==> config.mk <==
export PLATFORM = sky130hd
export DESIGN_NAME = clock_output_config_regs
export DESIGN_NICKNAME = d
export VERILOG_FILES = /design/src/rtl/clk_cfg_pkg.sv /design/src/rtl/clock_output_config_regs.sv
export SDC_FILE = /design/constraint.sdc
export NUM_CORES = 1
export LEC_CHECK = 0
export BUFFER_PORTS_ARGS = -buffer_cell sky130_fd_sc_hd__buf_2
export CORE_MARGIN = 5
export CORE_UTILIZATION = 35
export CTS_BUF_LIST = sky130_fd_sc_hd__clkbuf_2 sky130_fd_sc_hd__clkbuf_4 sky130_fd_sc_hd__clkbuf_8
export DETAILED_ROUTE_END_ITERATION = 6
export PLACE_DENSITY = 0.57
export SKIP_CTS_REPAIR_TIMING = 1
export SYNTH_ARGS = -nofsm -noshare
export SYNTH_HDL_FRONTEND = slang
export SYNTH_SLANG_ARGS = --single-unit
==> constraint.sdc <==
create_clock -name mclk -period 2 [get_ports mclk]
set_clock_uncertainty 0.1 [all_clocks]
set_input_delay 0.3 -clock mclk [delete_from_list [all_inputs] [get_ports mclk]]
set_output_delay 0.3 -clock mclk [all_outputs]
set_load 0.03 [all_outputs]
==> src/rtl/clk_cfg_pkg.sv <==
// Constants and carriers for the clock output configuration register bank.
// Assumes a byte-wide register port driven by the serial-bus slave engine.
package clk_cfg_pkg;

   // ----------------------------------------
   // Register offsets
   // ----------------------------------------
   localparam logic [7:0] OFF_STOP_STATE = 8'h0B;
   localparam logic [7:0] OFF_OUT0_IMP = 8'h0C;
   localparam logic [7:0] OFF_OUT1_IMP = 8'h0D;
   localparam logic [7:0] OFF_EN0_PULL = 8'h0E;
   localparam logic [7:0] OFF_EN1_PULL = 8'h0F;
   localparam logic [7:0] OFF_PD_PULL = 8'h10;
   localparam logic [7:0] OFF_RESERVED = 8'h11;
   localparam logic [7:0] OFF_EN_POL = 8'h12;
   localparam logic [7:0] OFF_PD_POL = 8'h13;

   // ----------------------------------------
   // Field positions (low bit of each field)
   // ----------------------------------------
   localparam int POS_STOP = 0;
   localparam int POS_OUT0_IMP = 6;
   localparam int POS_OUT1_IMP = 2;
   localparam int POS_EN0_PULL = 6;
   localparam int POS_EN1_PULL = 2;
   localparam int POS_PD_PULL = 0;
   localparam int POS_EN0_POL = 3;
   localparam int POS_EN1_POL = 5;
   localparam int POS_PD_POL = 0;

   // ----------------------------------------
   // Reset values and fixed read values
   // ----------------------------------------
   localparam logic [1:0] RST_STOP = 2'h0;
   localparam logic [1:0] RST_IMP = 2'h2;
   localparam logic [1:0] RST_EN_PULL = 2'h1;
   localparam logic [1:0] RST_PD_PULL = 2'h2;
   localparam logic RST_POL = 1'b0;
   localparam logic [7:0] RSVD_READ = 8'h00;

   // ----------------------------------------
   // Codes
   // ----------------------------------------
   localparam logic [1:0] STOP_LOW_LOW = 2'h0;
   localparam logic [1:0] STOP_HIZ = 2'h1;
   localparam logic [1:0] STOP_HIGH_LOW = 2'h2;
   localparam logic [1:0] STOP_LOW_HIGH = 2'h3;
   localparam logic [1:0] IMP_RESERVED = 2'h3;

   // Settings held by the bank
   typedef struct packed {
      logic [1:0] disabled_output_level_sel;
      logic [1:0] out0_impedance_sel;
      logic [1:0] out1_impedance_sel;
      logic [1:0] enable0_resistor_sel;
      logic [1:0] enable1_resistor_sel;
      logic [1:0] powerdown_pin_resistor_sel;
      logic enable0_active_level;
      logic enable1_active_level;
      logic powerdown_active_level;
   } cfg_type;

   // Output stage drive for one differential pair
   typedef struct packed {
      logic true_level;
      logic comp_level;
      logic drive_en;
   } diff_drive_type;

   // Pad resistor enables
   typedef struct packed {
      logic pull_up;
      logic pull_down;
   } pull_type;

   // Single-ended reference drive
   typedef struct packed {
      logic level;
      logic drive_en;
   } ref_drive_type;

endpackage : clk_cfg_pkg

==> src/rtl/clock_output_config_regs.sv <==
// Register bank for stop state, impedance, pin pulls and control polarities.
// Assumes a byte-wide synchronous register port from the serial-bus slave
// engine, and pin levels already synchronous to mclk.
//
// Notes on behaviour
// Stop field byte 11[1:0] sets disabled pair: LL, HiZ, HL, LH; resets 00.
// Impedance selects: out0 byte12[7:6], out1 byte13[3:2]; 33/85/100, 11 reserved.
// Resistor selects for enables and powerdown pin: none, down, up, both.
// After reset enable resistor selects read 01, powerdown select reads 10.
// Enable polarity bits byte18 bits 3,5 reset 0; 0 enabled low, 1 high.
// Powerdown polarity byte19 bit0 resets 0; 0 powers down on low pin.
// Disabled reference output: 00 or 10 low, 01 HiZ, 11 high.
// Reserved bits and byte 17 ignore writes and read a fixed value.
module clock_output_config_regs (
   input wire logic mclk,
   input wire logic rst,
   input wire logic reg_wr,
   input wire logic reg_rd,
   input wire logic [7:0] reg_addr,
   input wire logic [7:0] reg_wdata,
   output logic [7:0] reg_rdata,
   output logic reg_hit,
   input wire logic output_enable_pin0,
   input wire logic output_enable_pin1,
   input wire logic power_good_powerdown_pin,
   input wire logic ref_enable,
   output clk_cfg_pkg::diff_drive_type differential_clock_out0,
   output clk_cfg_pkg::diff_drive_type differential_clock_out1,
   output logic [1:0] out0_impedance,
   output logic [1:0] out1_impedance,
   output clk_cfg_pkg::pull_type enable0_pull,
   output clk_cfg_pkg::pull_type enable1_pull,
   output clk_cfg_pkg::pull_type powerdown_pin_pull,
   output clk_cfg_pkg::ref_drive_type ref_out,
   output logic powerdown
);

   // ----------------------------------------
   // Storage
   // ----------------------------------------
   clk_cfg_pkg::cfg_type cfg;
   clk_cfg_pkg::cfg_type next_cfg;

   // Splits a two-bit resistor code into pad enables
   function automatic clk_cfg_pkg::pull_type pull_decode(input logic [1:0] code);
      pull_decode.pull_up = code[1];
      pull_decode.pull_down = code[0];
   endfunction : pull_decode

   // Stopped pair levels; only the HiZ code releases the pads
   function automatic clk_cfg_pkg::diff_drive_type stop_decode(input logic [1:0] code);
      stop_decode.true_level = (code == clk_cfg_pkg::STOP_HIGH_LOW);
      stop_decode.comp_level = (code == clk_cfg_pkg::STOP_LOW_HIGH);
      stop_decode.drive_en = (code != clk_cfg_pkg::STOP_HIZ);
   endfunction : stop_decode

   // ----------------------------------------
   // Write decode
   // ----------------------------------------
   wire logic wr_stop = reg_wr && (reg_addr == clk_cfg_pkg::OFF_STOP_STATE);
   wire logic wr_imp0 = reg_wr && (reg_addr == clk_cfg_pkg::OFF_OUT0_IMP);
   wire logic wr_imp1 = reg_wr && (reg_addr == clk_cfg_pkg::OFF_OUT1_IMP);
   wire logic wr_en0p = reg_wr && (reg_addr == clk_cfg_pkg::OFF_EN0_PULL);
   wire logic wr_en1p = reg_wr && (reg_addr == clk_cfg_pkg::OFF_EN1_PULL);
   wire logic wr_pdp = reg_wr && (reg_addr == clk_cfg_pkg::OFF_PD_PULL);
   wire logic wr_enpol = reg_wr && (reg_addr == clk_cfg_pkg::OFF_EN_POL);
   wire logic wr_pdpol = reg_wr && (reg_addr == clk_cfg_pkg::OFF_PD_POL);
   wire logic [1:0] w_stop = reg_wdata[clk_cfg_pkg::POS_STOP +: 2];
   wire logic [1:0] w_imp0 = reg_wdata[clk_cfg_pkg::POS_OUT0_IMP +: 2];
   wire logic [1:0] w_imp1 = reg_wdata[clk_cfg_pkg::POS_OUT1_IMP +: 2];

   // Only the named fields take data; every other bit is dropped
   always_comb begin
      next_cfg = cfg;
      if (wr_stop) begin
         next_cfg.disabled_output_level_sel = w_stop;
      end
      // Reserved impedance code is refused so the pad never sees it
      if (wr_imp0 && (w_imp0 != clk_cfg_pkg::IMP_RESERVED)) begin
         next_cfg.out0_impedance_sel = w_imp0;
      end
      if (wr_imp1 && (w_imp1 != clk_cfg_pkg::IMP_RESERVED)) begin
         next_cfg.out1_impedance_sel = w_imp1;
      end
      if (wr_en0p) begin
         next_cfg.enable0_resistor_sel = reg_wdata[clk_cfg_pkg::POS_EN0_PULL +: 2];
      end
      if (wr_en1p) begin
         next_cfg.enable1_resistor_sel = reg_wdata[clk_cfg_pkg::POS_EN1_PULL +: 2];
      end
      if (wr_pdp) begin
         next_cfg.powerdown_pin_resistor_sel = reg_wdata[clk_cfg_pkg::POS_PD_PULL +: 2];
      end
      if (wr_enpol) begin
         next_cfg.enable0_active_level = reg_wdata[clk_cfg_pkg::POS_EN0_POL];
         next_cfg.enable1_active_level = reg_wdata[clk_cfg_pkg::POS_EN1_POL];
      end
      if (wr_pdpol) begin
         next_cfg.powerdown_active_level = reg_wdata[clk_cfg_pkg::POS_PD_POL];
      end
   end

   // Configuration flops with their power-up values
   always_ff @(posedge mclk or posedge rst) begin
      if (rst) begin
         cfg.disabled_output_level_sel <= clk_cfg_pkg::RST_STOP;
         cfg.out0_impedance_sel <= clk_cfg_pkg::RST_IMP;
         cfg.out1_impedance_sel <= clk_cfg_pkg::RST_IMP;
         cfg.enable0_resistor_sel <= clk_cfg_pkg::RST_EN_PULL;
         cfg.enable1_resistor_sel <= clk_cfg_pkg::RST_EN_PULL;
         cfg.powerdown_pin_resistor_sel <= clk_cfg_pkg::RST_PD_PULL;
         cfg.enable0_active_level <= clk_cfg_pkg::RST_POL;
         cfg.enable1_active_level <= clk_cfg_pkg::RST_POL;
         cfg.powerdown_active_level <= clk_cfg_pkg::RST_POL;
      end else begin
         cfg <= next_cfg;
      end
   end

   // ----------------------------------------
   // Read path
   // ----------------------------------------
   logic [7:0] rd_mux;
   logic rd_map;

   // Reserved bits read zero; byte 17 reads its fixed value
   always_comb begin
      rd_mux = clk_cfg_pkg::RSVD_READ;
      rd_map = 1'b1;
      case (reg_addr)
         clk_cfg_pkg::OFF_STOP_STATE: rd_mux = {6'h00, cfg.disabled_output_level_sel};
         clk_cfg_pkg::OFF_OUT0_IMP: rd_mux = {cfg.out0_impedance_sel, 6'h00};
         clk_cfg_pkg::OFF_OUT1_IMP: rd_mux = {4'h0, cfg.out1_impedance_sel, 2'h0};
         clk_cfg_pkg::OFF_EN0_PULL: rd_mux = {cfg.enable0_resistor_sel, 6'h00};
         clk_cfg_pkg::OFF_EN1_PULL: rd_mux = {4'h0, cfg.enable1_resistor_sel, 2'h0};
         clk_cfg_pkg::OFF_PD_PULL: rd_mux = {6'h00, cfg.powerdown_pin_resistor_sel};
         clk_cfg_pkg::OFF_RESERVED: rd_mux = clk_cfg_pkg::RSVD_READ;
         clk_cfg_pkg::OFF_EN_POL: rd_mux = {2'h0, cfg.enable1_active_level, 1'b0,
                                            cfg.enable0_active_level, 3'h0};
         clk_cfg_pkg::OFF_PD_POL: rd_mux = {7'h00, cfg.powerdown_active_level};
         default: rd_map = 1'b0;
      endcase
   end

   // Read data is registered one edge after the strobe
   always_ff @(posedge mclk or posedge rst) begin
      if (rst) begin
         reg_rdata <= 8'h00;
         reg_hit <= 1'b0;
      end else begin
         reg_rdata <= reg_rd ? rd_mux : 8'h00;
         reg_hit <= (reg_rd || reg_wr) && rd_map;
      end
   end

   // ----------------------------------------
   // Pin decode and pad controls
   // ----------------------------------------
   wire logic en0_active = (output_enable_pin0 == cfg.enable0_active_level);
   wire logic en1_active = (output_enable_pin1 == cfg.enable1_active_level);
   wire logic pd_active = (power_good_powerdown_pin == cfg.powerdown_active_level);
   wire clk_cfg_pkg::diff_drive_type stop_drive = stop_decode(cfg.disabled_output_level_sel);
   // Running pair is flagged by drive enable with levels parked low
   wire clk_cfg_pkg::diff_drive_type run_drive = '{1'b0, 1'b0, 1'b1};
   wire logic [1:0] ref_code = cfg.disabled_output_level_sel;

   // Pad controls registered so every output comes from a flop
   always_ff @(posedge mclk or posedge rst) begin
      if (rst) begin
         differential_clock_out0 <= '{1'b0, 1'b0, 1'b1};
         differential_clock_out1 <= '{1'b0, 1'b0, 1'b1};
         out0_impedance <= clk_cfg_pkg::RST_IMP;
         out1_impedance <= clk_cfg_pkg::RST_IMP;
         enable0_pull <= '{1'b0, 1'b1};
         enable1_pull <= '{1'b0, 1'b1};
         powerdown_pin_pull <= '{1'b1, 1'b0};
         ref_out <= '{1'b0, 1'b1};
         powerdown <= 1'b0;
      end else begin
         differential_clock_out0 <= en0_active ? run_drive : stop_drive;
         differential_clock_out1 <= en1_active ? run_drive : stop_drive;
         out0_impedance <= cfg.out0_impedance_sel;
         out1_impedance <= cfg.out1_impedance_sel;
         enable0_pull <= pull_decode(cfg.enable0_resistor_sel);
         enable1_pull <= pull_decode(cfg.enable1_resistor_sel);
         powerdown_pin_pull <= pull_decode(cfg.powerdown_pin_resistor_sel);
         ref_out.level <= ref_enable ? 1'b0 : (ref_code == clk_cfg_pkg::STOP_LOW_HIGH);
         ref_out.drive_en <= ref_enable || (ref_code != clk_cfg_pkg::STOP_HIZ);
         powerdown <= pd_active;
      end
   end

   // ----------------------------------------
   // Assertions
   // ----------------------------------------
   property p_stop_hiz;
      @(posedge mclk) disable iff (rst)
      (!en0_active && cfg.disabled_output_level_sel == clk_cfg_pkg::STOP_HIZ)
         |=> !differential_clock_out0.drive_en;
   endproperty
   a_stop_hiz: assert property (p_stop_hiz) else $error("stopped pair not released");

   property p_stop_hl;
      @(posedge mclk) disable iff (rst)
      (!en1_active && cfg.disabled_output_level_sel == clk_cfg_pkg::STOP_HIGH_LOW)
         |=> differential_clock_out1.true_level && !differential_clock_out1.comp_level;
   endproperty
   a_stop_hl: assert property (p_stop_hl) else $error("stopped pair levels wrong");

   property p_imp_reserved;
      @(posedge mclk) disable iff (rst)
      wr_imp0 && w_imp0 == clk_cfg_pkg::IMP_RESERVED |=> $stable(cfg.out0_impedance_sel);
   endproperty
   a_imp_reserved: assert property (p_imp_reserved) else $error("reserved code taken");

   property p_imp_follow;
      @(posedge mclk) disable iff (rst)
      wr_imp1 && w_imp1 != clk_cfg_pkg::IMP_RESERVED |=> ##1 out1_impedance == $past(w_imp1, 2);
   endproperty
   a_imp_follow: assert property (p_imp_follow) else $error("impedance not applied");

   property p_pull_both;
      @(posedge mclk) disable iff (rst)
      cfg.powerdown_pin_resistor_sel == 2'h3 |=> powerdown_pin_pull.pull_up
         && powerdown_pin_pull.pull_down;
   endproperty
   a_pull_both: assert property (p_pull_both) else $error("pull decode wrong");

   property p_reset_pulls;
      @(posedge mclk) $fell(rst) |-> cfg.enable0_resistor_sel == clk_cfg_pkg::RST_EN_PULL
         && cfg.powerdown_pin_resistor_sel == clk_cfg_pkg::RST_PD_PULL;
   endproperty
   a_reset_pulls: assert property (p_reset_pulls) else $error("pull reset value wrong");

   property p_en_pol;
      @(posedge mclk) disable iff (rst)
      (cfg.enable0_active_level && output_enable_pin0) |=> differential_clock_out0.drive_en;
   endproperty
   a_en_pol: assert property (p_en_pol) else $error("enable polarity wrong");

   property p_pd_pol;
      @(posedge mclk) disable iff (rst)
      (power_good_powerdown_pin != cfg.powerdown_active_level) |=> !powerdown;
   endproperty
   a_pd_pol: assert property (p_pd_pol) else $error("powerdown polarity wrong");

   property p_ref_stop;
      @(posedge mclk) disable iff (rst)
      (!ref_enable && ref_code == clk_cfg_pkg::STOP_HIGH_LOW) |=> !ref_out.level
         && ref_out.drive_en;
   endproperty
   a_ref_stop: assert property (p_ref_stop) else $error("reference stop level wrong");

   property p_rsvd_read;
      @(posedge mclk) disable iff (rst)
      reg_rd && reg_addr == clk_cfg_pkg::OFF_RESERVED |=> reg_rdata == clk_cfg_pkg::RSVD_READ;
   endproperty
   a_rsvd_read: assert property (p_rsvd_read) else $error("reserved byte read wrong");

   c_stop_write: cover property (@(posedge mclk) disable iff (rst) wr_stop ##1 !en0_active);
   c_pd_enter: cover property (@(posedge mclk) disable iff (rst) $rose(powerdown));
   c_pol_flip: cover property (@(posedge mclk) disable iff (rst)
      wr_enpol ##2 $changed(differential_clock_out1));

endmodule : clock_output_config_regs

# [After elaboration in Yosys (flattened, before gate mapping)]
# Cells that the tools add are included.
[word_totals] in_bits=24 ff_bits=43
[op_classes] reduce_logical=14 muxes=6 eq_ne=17
[ops] cell="one-hot mux 8 bit (8 select lines)" count=1
[ops] cell="== test 8 x 4 -> 1 bit (second input constant)" count=5
[ops] cell="== test 8 x 5 -> 1 bit (second input constant)" count=4
[ops] cell="logical AND 1 bit" count=11
[ops] cell="OR reduction 9 bit" count=1
[ops] cell="two-way mux 8 bit" count=1
[ops] cell="two-way mux 3 bit" count=2
[ops] cell="== test 2 bit (second input constant)" count=2
[ops] cell="!= test 2 bit (second input constant)" count=2
[ops] cell="== test 1 bit" count=3
[ops] cell="logical OR 1 bit" count=2
[ops] cell="two-way mux 1 bit" count=2
[ops] cell="!= test 2 x 1 -> 1 bit (second input constant)" count=1

# [Logic depth before layout (Yosys ltp)]
# Gate-level depths: netlist (run 1).
[logic_depth] word_depth=4 ltp_mapped=4

# [Least setup slack after synthesis (run 1)]
# No wires, ideal clock.
[synth_timing] path_type="input port to flip-flop" startpoint="in reg_addr[2]" endpoint="reg cfg[1] (netlist bit)" cell_stages=3 path_buffers=0 t_arrival_ns=1.141 setup_slack_ns=0.634 setup_time_ns=0.125 required_time_ns=1.775 cell_sequence="nor4_4 > nand4_1 > mux2_2"
[synth_between] elab_chain_len=2
[synth_lines] item="from (decl)" line="clock_output_config_regs.sv:19" text="input wire logic [7:0] reg_addr,"
[synth_lines] item="== test 8 x 5 -> 1 bit" line="clock_output_config_regs.sv:66" text="wire logic wr_enpol = reg_wr && (reg_addr == clk_cfg_pkg::OFF_EN_POL);"
[synth_lines] item="logical AND 1 bit" line="clock_output_config_regs.sv:66"
[synth_lines] item="to (signal assigned)" line="clock_output_config_regs.sv:116" text="cfg <= next_cfg;"
[synth_lines] item="to (decl)" line="clock_output_config_regs.sv:41" text="clk_cfg_pkg::cfg_type cfg;"
# No other way between the ends.
# A chain may end at the register's enable or synchronous reset.

# [Worst setup path in the final report (run 1)]
[layout_timing] startpoint="reg enable0_pull[0] (netlist bit)" endpoint="out enable0_pull[0] (netlist bit)"
[layout_lines] item="from (decl)" line="clock_output_config_regs.sv:31" text="output clk_cfg_pkg::pull_type enable0_pull,"
[layout_lines] item="from (signal assigned)" line="clock_output_config_regs.sv:174" text="enable0_pull <= '{1'b0, 1'b1};"
[layout_lines] item="from (signal assigned)" line="clock_output_config_regs.sv:184" text="enable0_pull <= pull_decode(cfg.enable0_resistor_sel);"
# No word-level cell between the ends.

==> reports/qor.csv, run 1 <==
stage;metric;value;unit
outcome;outcome;complete, no violations;
logic_synthesis;post-synthesis instance total;131;
logic_synthesis;top cell type's share of synthesized area;0.422;
worst_setup_path;CP peak stage delay;0.52;ns
logic_synthesis;Primary FF master, synth;dfrtp_1;
timing;final period utilization;0.700;
place;Post-Place Cells;242;
hold_path;Hold Crit Class;primary input to async pin;
worst_setup_path;worst-path maximum fanout;1;
detailed_routing;WL/cell;14.6;um
worst_setup_path;CP delay by family, top;flip-flops;
detailed_routing;ANT nets after route;0;
floorplanning;initial cell density of the core;0.362;
timing;RSZ-0062 raised after global routing;false;
floorplanning;Top Ports;52;
clocking;Clk pin slew, worst setup/hold paths;0.07;ns
clocking;worst skew pair latency;0.29;ns
timing;Final TNS setup;0;ns
logic_synthesis;leading area contributor after synthesis;dfrtp_1;
final_layout;nets;206;
detailed_routing;Residual DRC;0;
global_routing;vias in the first global route;1264;
worst_setup_path;CP arrival;1.00;ns
logic_synthesis;syn_nets;155;
global_routing;GRT overflow;0;
clocking;TritonCTS clock tree;done;
logic_synthesis;synth top area cells;dfrtp_1 42%, dfstp_2 20%, mux2_2 7.9%;
floorplanning;Die Area;6410;sq um
worst_setup_path;WP buf/inv;1;
timing;min Tclk post-route;1.40;ns
timing;fmax;715;MHz
final_layout;area delta synth->final;22.1;%
detailed_routing;initial drt markers;39;
power_and_ir_drop;PwrDens;773;nW/um^2
clocking;CTS Buf Count;5;
final_layout;commonest non-fill, non-tap cell in the layout;buf_2;
global_routing;first-pass GRT wire length;5960;um
clocking;H-tree levels;2;
timing;Final setup viols;0;
clocking;Clk Tree Root Cell;clkbuf_8;
detailed_routing;DRT Wirelength;3650;um
logic_synthesis;post-synthesis cell type count;35;
global_routing;GRT Util Overall;0.122;
worst_setup_path;RR Startpoint;cfg[10]$_DFFE_PP1P_;
worst_setup_path;Worst Setup End Kind;output pin;
worst_setup_path;Req. time, crit path;1.60;ns
place;IO buf count;49;
worst_setup_path;crit-path cells;buf_2;
floorplanning;Core ar.;4750;sq um
logic_synthesis;asr flop ratio synth;1.00;
final_layout;fraction of layout cells with a size suffix above 1;0.475;
final_layout;fillers;488;
logic_synthesis;Synth Area per Inst;13.1;sq um
logic_synthesis;number of synthesized flops with an enable pin;0;
floorplanning;Rows;25;
global_routing;initial antenna violation count;0;
detailed_routing;DR vias;1213;
run;max cap viols;0;
logic_synthesis;total number of yosys warnings;0;
floorplanning;die height;80.1;um
final_layout;non-filler instance count after layout;250;
timing;fin. max-slew vios;0;
detailed_routing;drt first pass iters;4;
final_layout;ant diodes;0;
clocking;clock sinks;42;
logic_synthesis;Post-Syn Area;1720;sq um
timing;Slew HR;0.666;
final_layout;commonest non-fill, non-tap cells in the layout;49 x buf_2, 29 x dfrtp_1, 13 x dfstp_2, 12 x mux2_2, 8 x nor2_1;
power_and_ir_drop;maximum VDD drop;0.494;mV
power_and_ir_drop;Leak Pwr;0.00101;uW
timing;final hold viol count;0;
global_routing;largest net degree at the start of global routing;43;
logic_synthesis;Seq/Total Area, Yosys;0.621;
worst_setup_path;CP startpoint;enable0_pull[0]$_DFF_PP1_;
worst_setup_path;critical path startpoint category;flop;
place;hpwl dp;2660;um
worst_setup_path;WS Path Type;flop to output pin;
place;GPL Wtd Cong;0.781;
worst_setup_path;Max stage delay cell, worst path;dfstp_2;
final_layout;fin util;0.441;
floorplanning;width of the die;80.1;um
logic_synthesis;number of synthesized register bits;42;
clocking;CTS Buffer Depth;2;
timing;Slew @ Worst Pin;0.501;ns
detailed_routing;drt via density;4.85;
power_and_ir_drop;total power;1620;uW
[stage by stage]
stage	area (sq um)	hold WS, ns	worst slack (ns)
finish	2100	0.0233	0.601
global route	2100	0.0747	0.564
CTS	2100	0.0400	0.585
detailed placement	2010	0.264	0.327
global placement	2010	0.266	0.350
floorplan	1720	0.259	0.634
[final timing paths]
kind	depth (start not counted)	slack (ns)	to
hold / removal	3	0.02	reg_hit$_DFF_PP0_
min in group mclk	2	0.07	ref_out[1]$_DFF_PP0_
setup / recovery	1	0.60	enable0_pull[0]
max in group asynchronous	3	1.41	out1_impedance[1]$_DFF_PP1_
hold reg to reg	0	0.28	enable0_pull[0]$_DFF_PP1_
setup reg to reg	3	0.88	reg_rdata[3]$_DFF_PP0_
[kinds of logic after synthesis]
logic type	count (synthesis)	synth area share
buf+inv	7	0.0306
xor+xnor	3	0.0153
flops	42	0.621
other cells	1	0.00218
compound gates	14	0.0546
simple gates	49	0.181
mux	15	0.0961
[state kept, by name, summed over array words and instances, names as in the netlist]
register	cells
cfg	13
differential_clock_out0	3
differential_clock_out1	3
enable0_pull	2
enable1_pull	2
out0_impedance	2
out1_impedance	2
powerdown	1
powerdown_pin_pull	2
ref_code	2
ref_out	2
reg_hit	1
reg_rdata	7
[per-layer routing]
metal,GRT usage,up-vias,wire [um]
met2,0.189,48,1680
met1,0.144,586,1530
li1,-,567,-
met4,0.0659,0,104
met5,0,-,0
met3,0.0482,12,332
[power breakdown]
part | switching (uW) | internal (uW) | total [uW] | leakage [uW]
clock | 263 | 288 | 552 | 0.0000498
combinational | 110 | 59.0 | 169 | 0.000428
sequential | 15.2 | 887 | 902 | 0.000535
total | 389 | 1230 | 1620 | 0.00101
[synth_stat cells (4+ instances only)]
cell type and count:
dfstp_2 13, nor3_1 5, mux2_2 12, nor2_1 8
nand2_1 5, nor3b_1 5, nand4_1 7, a41oi_1 4
a21oi_1 5, nand2b_1 4, dfrtp_1 29
[area by class of cell]
cell class,instances,area [sq um],share of cell area
Multi-Input combinational cell,82,599,0.286
Clock buffer,8,91.3,0.0435
Tap cell,67,83.8,0.0400
Timing Repair Buffer,50,253,0.120
Inverter,1,3.75,0.00179
Sequential cell,42,1070,0.509
No activity file was read; power rests on OpenSTA's default activity.
==> inputs of run 2 (changes only) <==
--- a/config.mk
+++ b/config.mk
@@ -5,6 +5,7 @@
 export SDC_FILE = /design/constraint.sdc
 export NUM_CORES = 1
 export LEC_CHECK = 0
+export ABC_AREA = 1
 export BUFFER_PORTS_ARGS = -buffer_cell sky130_fd_sc_hd__buf_2
 export CORE_MARGIN = 5
 export CORE_UTILIZATION = 35
==> constraint.sdc (replaced) <==
create_clock -name mclk -period 1.3 [get_ports mclk]
set_clock_uncertainty 0.1 [all_clocks]
set_input_delay 0.195 -clock mclk [delete_from_list [all_inputs] [get_ports mclk]]
set_output_delay 0.195 -clock mclk [all_outputs]
set_load 0.03 [all_outputs]
==> run 2 against run 1 <==
Final cell count up 28%; register-to-register slack worse by 0.65 ns; sequential cell count stayed put; highest routed layer unchanged.
==> reports/qor.csv, run 2 <==
stage;metric;value;unit;change
worst_setup_path;CP delay by family, top;flip-flops;;
timing;fin. max-slew vios;0;;unchanged
logic_synthesis;complex-gate fraction of the synthesized area;0.0682;;+0.0136
power_and_ir_drop;Switching Fraction;0.253;;+0.0132
timing;final period utilization;0.975;;
global_routing;vias in the first global route;1326;;+4.9%
place;GPL Wtd Cong;0.825;;+5.7%
power_and_ir_drop;Leak Pwr;0.00120;uW;+19%
worst_setup_path;CP peak stage delay;0.52;ns;about the same
clocking;CTS Buf Count;5;;unchanged
timing;Final TNS setup;0;ns;unchanged
detailed_routing;Met3 Wirelength;216;um;-35%
global_routing;first-pass GRT wire length;5950;um;-0.23%
clocking;Clk Tree Root Cell;clkbuf_8;;
detailed_routing;M1 WL;1620;um;+5.8%
logic_synthesis;Seq/Total Area, Yosys;0.612;;-0.00847
place;IO buf count;49;;unchanged
final_layout;commonest non-fill, non-tap cell in the layout;buf_2;;
logic_synthesis;Post-Synth XOR/XNOR Area;0.0151;;-0.000208
detailed_routing;DRT Wirelength;3570;um;-2.1%
global_routing;GRT overflow;0;;unchanged
worst_setup_path;CP arrival;0.97;ns;-0.03 ns
timing;Final setup viols;0;;unchanged
worst_setup_path;R2R depth;4;;+1
clocking;H-tree levels;2;;unchanged
logic_synthesis;post-synthesis cell type count;24;;-31%
logic_synthesis;leading area contributor after synthesis;dfrtp_1;;
timing;final hold viol count;0;;unchanged
final_layout;commonest non-fill, non-tap cells in the layout;41 x buf_2, 38 x nand2_1, 29 x dfrtp_1, 23 x inv_1, 21 x nor2_1;;
final_layout;ant diodes;0;;unchanged
worst_setup_path;WP buf/inv;1;;unchanged
logic_synthesis;post-synthesis simple-gate area fraction;0.238;;+0.0571
worst_setup_path;critical path startpoint category;flop;;
place;Place WS;-0.0562;ns;-0.383 ns
logic_synthesis;most common cell in the netlist;nand2_1;;
clocking;CTS Buffer Depth;2;;unchanged
logic_synthesis;Primary FF master, synth;dfrtp_1;;
worst_setup_path;Max stage delay cell, worst path;dfstp_2;;
clocking;Clk pin slew, worst setup/hold paths;0.07;ns;about the same
place;hpwl dp;2720;um;+2.4%
floorplanning;Top Ports;52;;unchanged
detailed_routing;drt via density;4.38;;-9.8%
clocking;TritonCTS clock tree;done;;
power_and_ir_drop;Pint;1960;uW;+59%
logic_synthesis;Synth Area per Inst;9.42;sq um;-28%
logic_synthesis;Post-Syn Area;1740;sq um;+1.4%
global_routing;initial antenna violation count;0;;unchanged
detailed_routing;uppermost layer routed;met4;;
detailed_routing;ANT nets after route;0;;unchanged
global_routing;largest net degree at the start of global routing;43;;unchanged
power_and_ir_drop;NetSw;664;uW;+71%
clocking;worst skew pair latency;0.28;ns;about the same
logic_synthesis;syn_nets;209;;+35%
final_layout;Top reg by flops;cfg;;
power_and_ir_drop;Comb power frac;0.136;;+0.032
power_and_ir_drop;PwrDens;1150;nW/um^2;+49%
global_routing;GRT Util Overall;0.122;;+0.000724
detailed_routing;drt first pass iters;4;;unchanged
power_and_ir_drop;maximum VDD drop;0.576;mV;+17%
final_layout;biggest regs;cfg x13, reg_rdata x7;;
floorplanning;Core ar.;4790;sq um;+0.66%
timing;Final Worst Setup Slack;0.0324;ns;-0.568 ns
power_and_ir_drop;total power;2630;uW;+62%
logic_synthesis;list of most frequent post-synthesis cells;38 x nand2_1, 29 x dfrtp_1, 23 x inv_1;;
logic_synthesis;asr flop ratio synth;1.00;;unchanged
worst_setup_path;WS Path Type;flop to output pin;;
power_and_ir_drop;sequential power share;0.541;;-0.015
detailed_routing;Residual DRC;0;;unchanged
logic_synthesis;synth top area cells;dfrtp_1 42%, dfstp_2 20%, nand2_1 8.2%;;
worst_setup_path;Req. time, crit path;1.00;ns;-0.60 ns
logic_synthesis;post-synthesis instance total;185;;+41%
worst_setup_path;Worst Setup End Kind;output pin;;
final_layout;nets;276;;+34%
floorplanning;width of the die;80.6;um;+0.60%
logic_synthesis;total number of yosys warnings;0;;unchanged
floorplanning;initial cell density of the core;0.364;;+0.00260
detailed_routing;initial drt markers;59;;+51%
floorplanning;Die Area;6490;sq um;+1.2%
final_layout;fraction of layout cells with a size suffix above 1;0.356;;-0.120
detailed_routing;WL met2;1660;um;-1.1%
timing;fmax;789;MHz;
logic_synthesis;top cell type's share of synthesized area;0.416;;-0.00576
run;max cap viols;0;;unchanged
logic_synthesis;Post-Synth Adder-Cell Area;0;;unchanged
hold_path;Hold Crit Class;primary input to flop;;
logic_synthesis;fraction of synthesized area in multiplexers;0;;-0.0961
floorplanning;Rows;25;;unchanged
detailed_routing;DR vias;1400;;+15%
clocking;clock sinks;42;;unchanged
outcome;outcome;complete, no violations;;
worst_setup_path;crit-path cells;clkbuf_4;;
final_layout;area delta synth->final;31.2;%;
logic_synthesis;largest family of logic cells by synthesized area;simple AND/OR/NAND/NOR gates;;
hold_path;WHS Path Cells;3;;
floorplanning;die height;80.6;um;+0.60%
worst_setup_path;WP depth;1;;unchanged
final_layout;max reg flops;13;;unchanged
logic_synthesis;number of synthesized register bits;42;;unchanged
power_and_ir_drop;Clk pwr share;0.323;;-0.017
detailed_routing;WL/cell;11.2;um;-24%
worst_setup_path;worst-path maximum fanout;1;;unchanged
logic_synthesis;number of synthesized flops with an enable pin;0;;unchanged
timing;min Tclk post-route;1.27;ns;
[run 2: cell types whose count changed after synthesis, moves of 5 or more]
cell	before	now
nand2_1	5	38
inv_1	1	23
nor2_1	8	21
mux2_2	12	0
nand3_1	3	13
o21ai_0	2	8
o21ai_1	0	6
nor3b_1	5	0
[run 2: per-stage QoR]
stage	area, sq um	hold WS, ns	std cells	utilization
2_1_floorplan	1740	0.161	185	-
3_3_place_gp	2140	0.166	309	0.447
3_5_place_dp	2140	0.165	309	0.447
4_1_cts	2240	-0.145	317	0.467
5_1_grt	2290	0.0107	320	0.478
6_report	2290	0.0228	320	0.478
[run 2: kinds of logic after synthesis]
kind of cell           Yosys count
other                            1
AO/OA/AOI/OAI                   22
AND/OR/NAND/NOR                 90
flip-flops                      42
buffers and inverters           27
XOR/XNOR                         3
[run 2: worst paths after layout]
kind | to | start | slack (ns)
min | cfg[1]$_DFFE_PP0P_ | reg_wdata[5] | 0.02
max reg2reg | reg_rdata[1]$_DFF_PP0_ | cfg[4]$_DFFE_PP1P_ | 0.23
min in group asynchronous | reg_rdata[6]$_DFF_PP0_ | rst | 0.41
max in group asynchronous | differential_clock_out0[0]$_DFF_PP1_ | rst | 0.43
min reg2reg | powerdown_pin_pull[1]$_DFF_PP1_ | cfg[4]$_DFFE_PP1P_ | 0.27
max | ref_out[0] | ref_out[0]$_DFF_PP1_ | 0.03
[run 2: routing by layer]
layer / track usage / vias up
met3: 0.0404 / 6
met2: 0.194 / 38
li1: - / 716
met1: 0.151 / 640
met4: 0.0557 / 0
met5: 0 / -
[run 2: area by class of cell]
cell class | count | area, sq um
Fill cell | 469 | 2500
Clock buffer | 7 | 90.1
Tap cell | 67 | 83.8
Timing Repair Buffer | 62 | 383
Inverter | 25 | 93.8
Sequential cell | 42 | 1070
Multi-Input combinational cell | 116 | 563
Clock inverter | 1 | 5.00
[run 2: power groups by stage]
stage / combinational [uW] / sequential (uW) / clock [uW]
after floorplan: 131 / 1530 / 0
after global placement: 347 / 1440 / 0
after detailed placement: 349 / 1450 / 0
after CTS: 350 / 1420 / 884
after global routing: 397 / 1430 / 961
final: 358 / 1420 / 848
